[src/fault_recorder_map.svh]
// register numbers, field positions and fault codes of the fault recorder
`ifndef FAULT_RECORDER_MAP_SVH
`define FAULT_RECORDER_MAP_SVH
`define FSR_REG_NUM 4'h5
`define FAR_REG_NUM 4'h6
`define MINOR_ZERO 4'h0
`define OPC2_DATA 3'h0
`define OPC2_INSTR 3'h1
`define FSR_ZERO_BIT 8
`define DOMAIN_HI 7
`define DOMAIN_LO 4
`define STATUS_HI 3
`define STATUS_LO 0
`define UNP_HI 31
`define UNP_LO 9
`define CODE_ALIGN 4'h1
`define CODE_WALK_L1 4'hc
`define CODE_WALK_L2 4'he
`define CODE_XLAT_SEC 4'h5
`define CODE_XLAT_PAGE 4'h7
`define CODE_DOM_SEC 4'h9
`define CODE_DOM_PAGE 4'hb
`define CODE_PERM_SEC 4'hd
`define CODE_PERM_PAGE 4'hf
`define CODE_EXT 4'h8
`define ZERO_WORD 32'h0000_0000
`define ZERO_NIB 4'h0
`endif

[src/fault_recorder_pkg.sv]
// types shared by the fault recorder
package fault_recorder_pkg;
  typedef logic [3:0] faultCode_t;
  typedef logic [3:0] domainIdx_t;
  typedef logic [31:0] word_t;
endpackage : fault_recorder_pkg

[src/fault_encoder.sv]
// priority encoder from raw fault flags to status code and domain validity
`timescale 1ns/1ps
`include "fault_recorder_map.svh"
module fault_encoder
  import fault_recorder_pkg::*;
(
  // fault flags of one access
  input wire logic alignFault,
  input wire logic walkAbortL1,
  input wire logic walkAbortL2,
  input wire logic xlatFault,
  input wire logic domFault,
  input wire logic permFault,
  input wire logic extAbort,
  input wire logic pageSize,
  // encoded result
  output logic anyFault,
  output faultCode_t code,
  output logic domainValid
);
  always_comb
  begin
    code = `ZERO_NIB;
    domainValid = 1'b0;
    anyFault = 1'b1;
    if (alignFault)
      code = `CODE_ALIGN;
    else if (walkAbortL1)
      code = `CODE_WALK_L1;
    else if (walkAbortL2)
    begin
      code = `CODE_WALK_L2;
      domainValid = 1'b1;
    end
    else if (xlatFault)
    begin
      code = pageSize ? `CODE_XLAT_PAGE : `CODE_XLAT_SEC;
      domainValid = pageSize;
    end
    else if (domFault)
    begin
      code = pageSize ? `CODE_DOM_PAGE : `CODE_DOM_SEC;
      domainValid = 1'b1;
    end
    else if (permFault)
    begin
      code = pageSize ? `CODE_PERM_PAGE : `CODE_PERM_SEC;
      domainValid = 1'b1;
    end
    else if (extAbort)
      code = `CODE_EXT;
    else
      anyFault = 1'b0;
  end
endmodule : fault_encoder

[src/fault_status_address_recorder.sv]
// fault status and fault address registers of the system control coprocessor
`timescale 1ns/1ps
`include "fault_recorder_map.svh"
module fault_status_address_recorder
  import fault_recorder_pkg::*;
(
  // clock and reset
  input wire logic core_clk,
  input wire logic sys_rst,
  // coprocessor register transfer
  input wire logic cpWrite,
  input wire logic cpRead,
  input wire logic [3:0] majorRegField,
  input wire logic [3:0] minor_register_field,
  input wire logic [2:0] secondaryOpcode,
  input wire word_t cpWriteData,
  output word_t cpReadData,
  // fault report from translation logic, one-cycle pulse
  input wire logic faultValid,
  input wire logic faultIsData,
  input wire logic alignFault,
  input wire logic walkAbortL1,
  input wire logic walkAbortL2,
  input wire logic xlatFault,
  input wire logic domFault,
  input wire logic permFault,
  input wire logic extAbort,
  input wire logic pageSize,
  input wire domainIdx_t faultDomain,
  input wire word_t modified_virtual_addr
);
  logic [8:0] data_fault_status_ff;
  logic [8:0] instruction_fault_status_ff;
  word_t fault_address_capture_ff;
  word_t nxt_cpReadData;
  logic anyFault;
  faultCode_t code;
  logic domainValid;
  logic hitStatus;
  logic hitAddr;
  logic selData;
  logic selInstr;
  logic dataEvent;
  logic instrEvent;
  logic [8:0] faultEntry;
  logic [8:0] writeEntry;

  fault_encoder encoder
  (
    .alignFault(alignFault),
    .walkAbortL1(walkAbortL1),
    .walkAbortL2(walkAbortL2),
    .xlatFault(xlatFault),
    .domFault(domFault),
    .permFault(permFault),
    .extAbort(extAbort),
    .pageSize(pageSize),
    .anyFault(anyFault),
    .code(code),
    .domainValid(domainValid)
  );

  // alignment and untranslated external aborts arrive as ordinary flags,
  // so they update the registers like any other fault
  assign dataEvent = faultValid & anyFault & faultIsData;
  assign instrEvent = faultValid & anyFault & ~faultIsData;

  // an invalid domain is stored as zero to keep the field deterministic
  assign faultEntry = {1'b0, domainValid ? faultDomain : `ZERO_NIB, code};

  // bit 8 is forced low on every write
  assign writeEntry = {1'b0, cpWriteData[`DOMAIN_HI:`DOMAIN_LO],
                       cpWriteData[`STATUS_HI:`STATUS_LO]};

  always_comb
  begin
    hitStatus = 1'b0;
    hitAddr = 1'b0;
    if (majorRegField == `FSR_REG_NUM && minor_register_field == `MINOR_ZERO)
      hitStatus = 1'b1;
    else if (majorRegField == `FAR_REG_NUM)
      hitAddr = 1'b1;
  end

  assign selData = hitStatus && secondaryOpcode == `OPC2_DATA;
  assign selInstr = hitStatus && secondaryOpcode == `OPC2_INSTR;

  // a fault in the same cycle as a software write wins: the fault is the
  // newer information and must not be lost
  always_ff @(posedge core_clk or posedge sys_rst)
  begin
    if (sys_rst)
      data_fault_status_ff <= '0;
    else if (dataEvent)
      data_fault_status_ff <= faultEntry;
    else if (cpWrite && selData)
      data_fault_status_ff <= writeEntry;
  end

  // kept for debuggers; software fault handling reads the data side
  always_ff @(posedge core_clk or posedge sys_rst)
  begin
    if (sys_rst)
      instruction_fault_status_ff <= '0;
    else if (instrEvent)
      instruction_fault_status_ff <= faultEntry;
    else if (cpWrite && selInstr)
      instruction_fault_status_ff <= writeEntry;
  end

  always_ff @(posedge core_clk or posedge sys_rst)
  begin
    if (sys_rst)
      fault_address_capture_ff <= `ZERO_WORD;
    else if (dataEvent)
      fault_address_capture_ff <= modified_virtual_addr;
    else if (cpWrite && hitAddr)
      fault_address_capture_ff <= cpWriteData;
  end
  // instruction aborts have no branch above, so the address holds

  // upper bits are returned as zero, which is one legal unpredictable value
  always_comb
  begin
    nxt_cpReadData = `ZERO_WORD;
    if (selData)
      nxt_cpReadData = {23'h00_0000, data_fault_status_ff};
    else if (selInstr)
      nxt_cpReadData = {23'h00_0000, instruction_fault_status_ff};
    else if (hitAddr)
      nxt_cpReadData = fault_address_capture_ff;
  end

  always_ff @(posedge core_clk or posedge sys_rst)
  begin
    if (sys_rst)
      cpReadData <= `ZERO_WORD;
    else if (cpRead)
      cpReadData <= nxt_cpReadData;
  end

  // views for the checks below; only dataCodeView is used by them
  faultCode_t dataCodeView;
  faultCode_t instrCodeView;
  assign dataCodeView = data_fault_status_ff[`STATUS_HI:`STATUS_LO];
  assign instrCodeView = instruction_fault_status_ff[`STATUS_HI:`STATUS_LO];

  // a flag only wins when no flag of higher priority is raised
  logic aboveXlat;
  logic aboveDom;
  logic abovePerm;
  logic aboveExt;
  assign aboveXlat = alignFault | walkAbortL1 | walkAbortL2;
  assign aboveDom = aboveXlat | xlatFault;
  assign abovePerm = aboveDom | domFault;
  assign aboveExt = abovePerm | permFault;
endmodule : fault_status_address_recorder

[config.mk]
export PLATFORM = sky130hd
export DESIGN_NAME = fault_status_address_recorder
export DESIGN_NICKNAME = d
export VERILOG_FILES = /design/src/fault_recorder_pkg.sv /design/src/fault_encoder.sv /design/src/fault_status_address_recorder.sv
export VERILOG_INCLUDE_DIRS = /design/src
export SDC_FILE = /design/constraint.sdc
export NUM_CORES = 1
export LEC_CHECK = 0
export BUFFER_PORTS_ARGS = -buffer_cell sky130_fd_sc_hd__buf_2
export CORE_ASPECT_RATIO = 0.9
export CORE_MARGIN = 4
export CORE_UTILIZATION = 25
export CTS_BUF_LIST = sky130_fd_sc_hd__clkbuf_4 sky130_fd_sc_hd__clkbuf_8
export DETAILED_ROUTE_END_ITERATION = 16
export GPL_ROUTABILITY_DRIVEN = 1
export SETUP_SLACK_MARGIN = 0.4
export SYNTH_ARGS = -nofsm -noshare
export SYNTH_HDL_FRONTEND = slang
export SYNTH_SLANG_ARGS = --single-unit
[constraint.sdc]
create_clock -name core_clk -period 2.1 [get_ports core_clk]
set_input_delay 0.21 -clock core_clk [delete_from_list [all_inputs] [get_ports core_clk]]
set_output_delay 0.21 -clock core_clk [all_outputs]
set_load 0.1 [all_outputs]
; ---- Word-level counts from Yosys, hierarchy flattened
; Cells that the tools add are included.
[word_totals]
output_inout_bits = 32
elab_cells = 58
latch_bits = 0
inputBits = 93
mem_bits_ro = 0
memories = 0
mem_bits_rw = 0
reg_bits = 82
[classes]
n_addsub = 0
div = 0
eq_ne = 3
n_lt_le_gt_ge = 0
reduce_logical = 11
n_mux = 36
n_shift = 0
mul = 0
bitwise = 4
[ops]
columns = cell, n
row1 = $mux 32, 5
row2 = $mux 9, 4
row3 = $mux 4, 8
row4 = $mux 1, 16
row5 = $eq 4x3->1 const B, 2
row6 = $logic_and 1x1->1, 6
row7 = $mux 2, 3
row8 = $reduce_bool 2->1, 3
row9 = $logic_not 4->1, 1
row10 = $and 1x1->1, 3
row11 = $eq 3x1->1 const B, 1
row12 = $logic_not 3->1, 1
row13 = $not 1->1, 1

; ---- Logic depth before layout (Yosys ltp)
[depth]
depth_word = 10
mapped_depth = 6

; ---- By module
; A second synthesis with hierarchy kept.
[unflattened]
cells_unflattened = 386
area_unflattened_um2 = 3834.9
[modules_own_cells]
columns = module, cells_each, seq_area_each_um2, area_each_um2, instances
row1 = fault_status_address_recorder, 370, 2001.9, 3733.6, 1
row2 = fault_encoder, 16, 0.0, 101.3, 1

; ---- Worst setup path before layout
; No wires, ideal clock.
[synth_timing]
kind = in2reg
start = input majorRegField[1]
end = register data_fault_status_ff[1]
path_slack_ps = 548
cell_stages = 4
t_required_ps = 1970
arrival_ps = 1421
path_cell_list = nor4_1 > nand4_2 > mux2i_1 > mux2i_1
[synth_via]
elab_chain_len = 6
[synth_lines]
columns = item, line_no
row1 = "start, declared", fault_status_address_recorder.sv:13  ; input wire logic [3:0] majorRegField,
row2 = $eq 4x3->1 (no source line), -
row3 = $logic_and 1x1->1 (no source line), -
row4 = $mux 1, fault_status_address_recorder.sv:79  ; if (majorRegField == `FSR_REG_NUM && minor_register_field == `MINOR_ZERO)
row5 = $logic_and 1x1->1 (no source line), -
row6 = $logic_and 1x1->1, fault_status_address_recorder.sv:96  ; else if (cpWrite && selData)
row7 = $reduce_bool 2->1 (no source line), -
row8 = "end signal, assigned", fault_status_address_recorder.sv:95  ; data_fault_status_ff <= faultEntry;
row9 = "end signal, assigned", fault_status_address_recorder.sv:97  ; data_fault_status_ff <= writeEntry;
row10 = "end, declared", fault_status_address_recorder.sv:32  ; logic [8:0] data_fault_status_ff;
; Every way passes these cells.
; A chain may end at the register's enable or synchronous reset.

; ---- Final worst setup path
[layout_timing]
start = input walkAbortL2
end = register fault_address_capture_ff[26]
[layout_via]
elab_chain_len = 6
word_cells_on_any_way = 7
cone_classes = mux (4) / bitwise (2) / reduce/logical (1)
[layout_lines]
columns = item, line_no
row1 = "start, declared", fault_status_address_recorder.sv:23  ; input wire logic walkAbortL2,
row2 = $mux 1 (*), fault_encoder.sv:30  ; else if (walkAbortL2)
row3 = $mux 1 (*), fault_encoder.sv:28  ; else if (walkAbortL1)
row4 = $mux 1 (*), fault_encoder.sv:26  ; if (alignFault)
row5 = $and 1x1->1 (*) (2 in a row), fault_status_address_recorder.sv:65  ; assign dataEvent = faultValid & anyFault & faultIsData;
row6 = $mux 32 or $reduce_bool 2->1 (tied branches), -
row7 = "end signal, assigned", fault_status_address_recorder.sv:114  ; fault_address_capture_ff <= `ZERO_WORD;
row8 = "end signal, assigned", fault_status_address_recorder.sv:116  ; fault_address_capture_ff <= modified_virtual_addr;
row9 = "end signal, assigned", fault_status_address_recorder.sv:118  ; fault_address_capture_ff <= cpWriteData;
row10 = "end, declared", fault_status_address_recorder.sv:34  ; word_t fault_address_capture_ff;
; Mark *: on every way between the ends. The rest lies on a longest branch, timed or not.

==> impl_results.md <==
* TritonCTS clock tree: done
* Fmax at 662 MHz
* Actual slew at the worst max-slew pin at 614 ps
* Fin Setup TNS at 0 ps
* CTS buffer count at 9
* Startpoint class of the critical path: primary input
* CP startpoint: walkAbortL2
* Placed Area at 4680 um^2
* Ranking of synthesized cells by area: dfrtp_1 (53%), mux2i_1 (14%), o21ai_0 (4.2%), o21ai_1 (3.9%), nand2_1 (3.7%)
* Row count at 42
* IO buf count at 124
* DRC viols at 0
* Resized cells post-CTS at 0
* Worst Hold Class: in -> reg
* DRT Pass-1 Iters at 5
* Final hold vios at 0
* Sequential area share after synthesis at 0.525
* Area fraction of the dominant cell type after synthesis at 0.525
* Post-synthesis async set-or-reset flop share at 1.00
* Layout cell share with drive strength beyond 1 at 0.322
* YS warnings at 0
* Post-synth EDFFs at 0
* Req. time, crit path at 2320 ps
* Sink Count at 80
* Crit path kind: in -> reg
* Largest family of logic cells by synthesized area: compound AO/OA/AOI/OAI gates
* CP endpoint: fault_address_capture_ff[26]
* CP max stage cell: or4_4
* FF-to-FF End: cpReadData[0]
* Worst-path maximum fanout at 44
* Syn avg cell area at 10.0 um^2
* Placed cells at 688
* Avg WL per Cell at 15.5 um
* Via count of the routed design at 3,224
* Area leader, netlist: dfrtp_1
* Period utilization at 0.720
* Most common cell after layout, fill and taps aside: buf_2
* Synthesized flop and latch total at 80
* Pin count of the biggest net entering global routing at 81
* Post-Synth XOR/XNOR Area at 0
* Antenna diodes at 0
* Core Area at 14,800 um^2
* Relative slew margins at 0.591
* Pwr dens at 713 nW/um^2
* Slew Viols, Final at 0
* Post-Synth Simple-Gate Area at 0.119
* Multi-input gate area at 1600 um^2
* Synth Flop Type: dfrtp_1
* ANT nets after route at 0
* Crit path cell chain: buf_2 > or4_4 > o211a_2 > buf_12 > nand2_1 > o21ai_1
* Final setup fails at 0
* Storage element area at 2000 um^2
* Initial Util at 0.257
* Mux cell area share after synthesis at 0.145
* Root buf cell: clkbuf_8
* Reg2Reg Setup Slack at 1030 ps
* Final Instance Area at 4870 um^2
* Die Wd at 138 um
* Vias in the first global route at 3,364
* Bufs on Longest Clock Path at 2
* Synth Cell Area at 3810 um^2
* Most frequent cells in the layout: buf_2 (124), dfrtp_1 (80), mux2i_1 (52)
* Final Critical Period at 1510 ps
* Complex-gate fraction of the synthesized area at 0.150
* First-pass GRT wire length at 17,600 um
* Crit path arrival time at 1740 ps
* Final Skew at 5.55 ps
* GPL Wtd Cong at 0.778
* RSZ-0062 raised after global routing: false
* Max cap viols at 0
* Syn-to-layout area delta at 27.9%
* DPL Wire Length at 7790 um
* Status: finished, final reports clean
* I/O pin cnt at 125
* Number of fill cells in the layout at 1,567
* Nets at 595
* Die Y at 125 um
* Iteration-0 DRC Markers at 123
* CP endpoint kind: flip-flop
* Die area at 17,300 um^2
* Antenna violations before repair at 0
* Worst r2r src: instruction_fault_status_ff[0]
* Htree depth at 3
* Clock latency at the later pin of the worst-skew pair at 340 ps
* Peak supply drop at 0.227 mV
* Worst r2r path cells at 3
* Fraction of the mapped netlist area in adder cells at 0
* Netlist cell types at 36
* Final WL at 10,900 um
* Post-Syn Nets at 474
* Clock slew at reported path FFs at 80 ps
* DR vias/cell at 4.58
* Slowest stage delay, CP at 560 ps
* Leakage Power at 2.54 nW
* Overall Global Routing Usage at 0.125
* GRT overflow at 0
* Cells after Synth at 381
* Layout Cells excl Fill at 704
[synthesized netlist by cell type (all sizes together), types with 5 or more instances]
master,n
clkbuf,12
a21oi,16
buf,13
o21ai,63
dfrtp,80
mux2i,52
nand3,24
o22ai,5
nor3,5
nor2b,5
nor2,6
nand2,38
inv,26
a31oi,13
[cells by family (layout without fill, tap and decap cells)]
kind of cell / Yosys count / in the layout
multiplexers: 55 / 55
AND/OR/NAND/NOR: 91 / 91
buffers and inverters: 51 / 176
AO/OA/AOI/OAI: 104 / 104
flip-flops: 80 / 80
[cell type report]
type                            instances  share of cell area
Clock buffer                           15              0.0372
Inverter                               26              0.0208
Multi-Input combinational cell        250               0.328
Sequential cell                        80               0.411
Tap cell                              198              0.0508
Timing Repair Buffer                  135               0.153
[worst min path at each step]
stage                              startpoint                           end  slack, ps  cells after the start
CTS                  modified_virtual_addr[4]   fault_address_capture_ff[4]         40                      3
floorplan           modified_virtual_addr[23]  fault_address_capture_ff[23]        330                      2
finish              modified_virtual_addr[20]  fault_address_capture_ff[20]         70                      3
detailed placement                    sys_rst                cpReadData[28]        370                      3
global placement                      sys_rst                cpReadData[28]        370                      3
global route        modified_virtual_addr[23]  fault_address_capture_ff[23]         60                      3
[sequential cells by signal (all words and copies together) (netlist names)]
| register | count |
|---|---|
| instruction_fault_status_ff | 8 |
| cpReadData | 32 |
| fault_address_capture_ff | 32 |
| data_fault_status_ff | 8 |
[metrics by stage]
| step | power (mW) | util | hold slack, ps | setup slack [ps] |
|---|---|---|---|---|
| global placement | 2.42 | 0.316 | 366 | 256 |
| detailed placement | 2.45 | 0.316 | 372 | 242 |
| finish | 3.48 | 0.329 | 69.7 | 589 |
| global route | 3.66 | 0.329 | 56.8 | 535 |
| floorplan | 2.22 | - | 327 | 548 |
| CTS | 3.53 | 0.329 | 43.7 | 621 |
[repair_timing]
| item | 4_1_cts | 5_1_grt |
|---|---|---|
| buffers inserted | 0 | 0 |
| hold buffers | 1 | 0 |
| hold endpoints to repair | 31 | 0 |
| endpoints found under the setup margin | 0 | 0 |
[worst max-delay path, delay by kind of cell]
family	cells	cell delay [ps]
and+or+nand+nor	2	650
AOI/OAI and AO/OA	2	480
buffers and inverters	2	370
[power breakdown]
part	switching, mW	internal (mW)	total [mW]
clock network	0.522	0.543	1.06
logic	0.421	0.224	0.645
registers	0.0784	1.69	1.77
total	1.02	2.45	3.48
[metal layers]
layer	share of wire	wire length (um)	up-vias	GRT usage
met3	0.070	763	12	0.0397
met4	0.012	133	0	0.0372
li1	-	-	1577	-
met5	0	0	-	0
met1	0.45	4950	1512	0.161
met2	0.46	5040	123	0.203
Note: power is estimated with default switching activity, not from simulation.
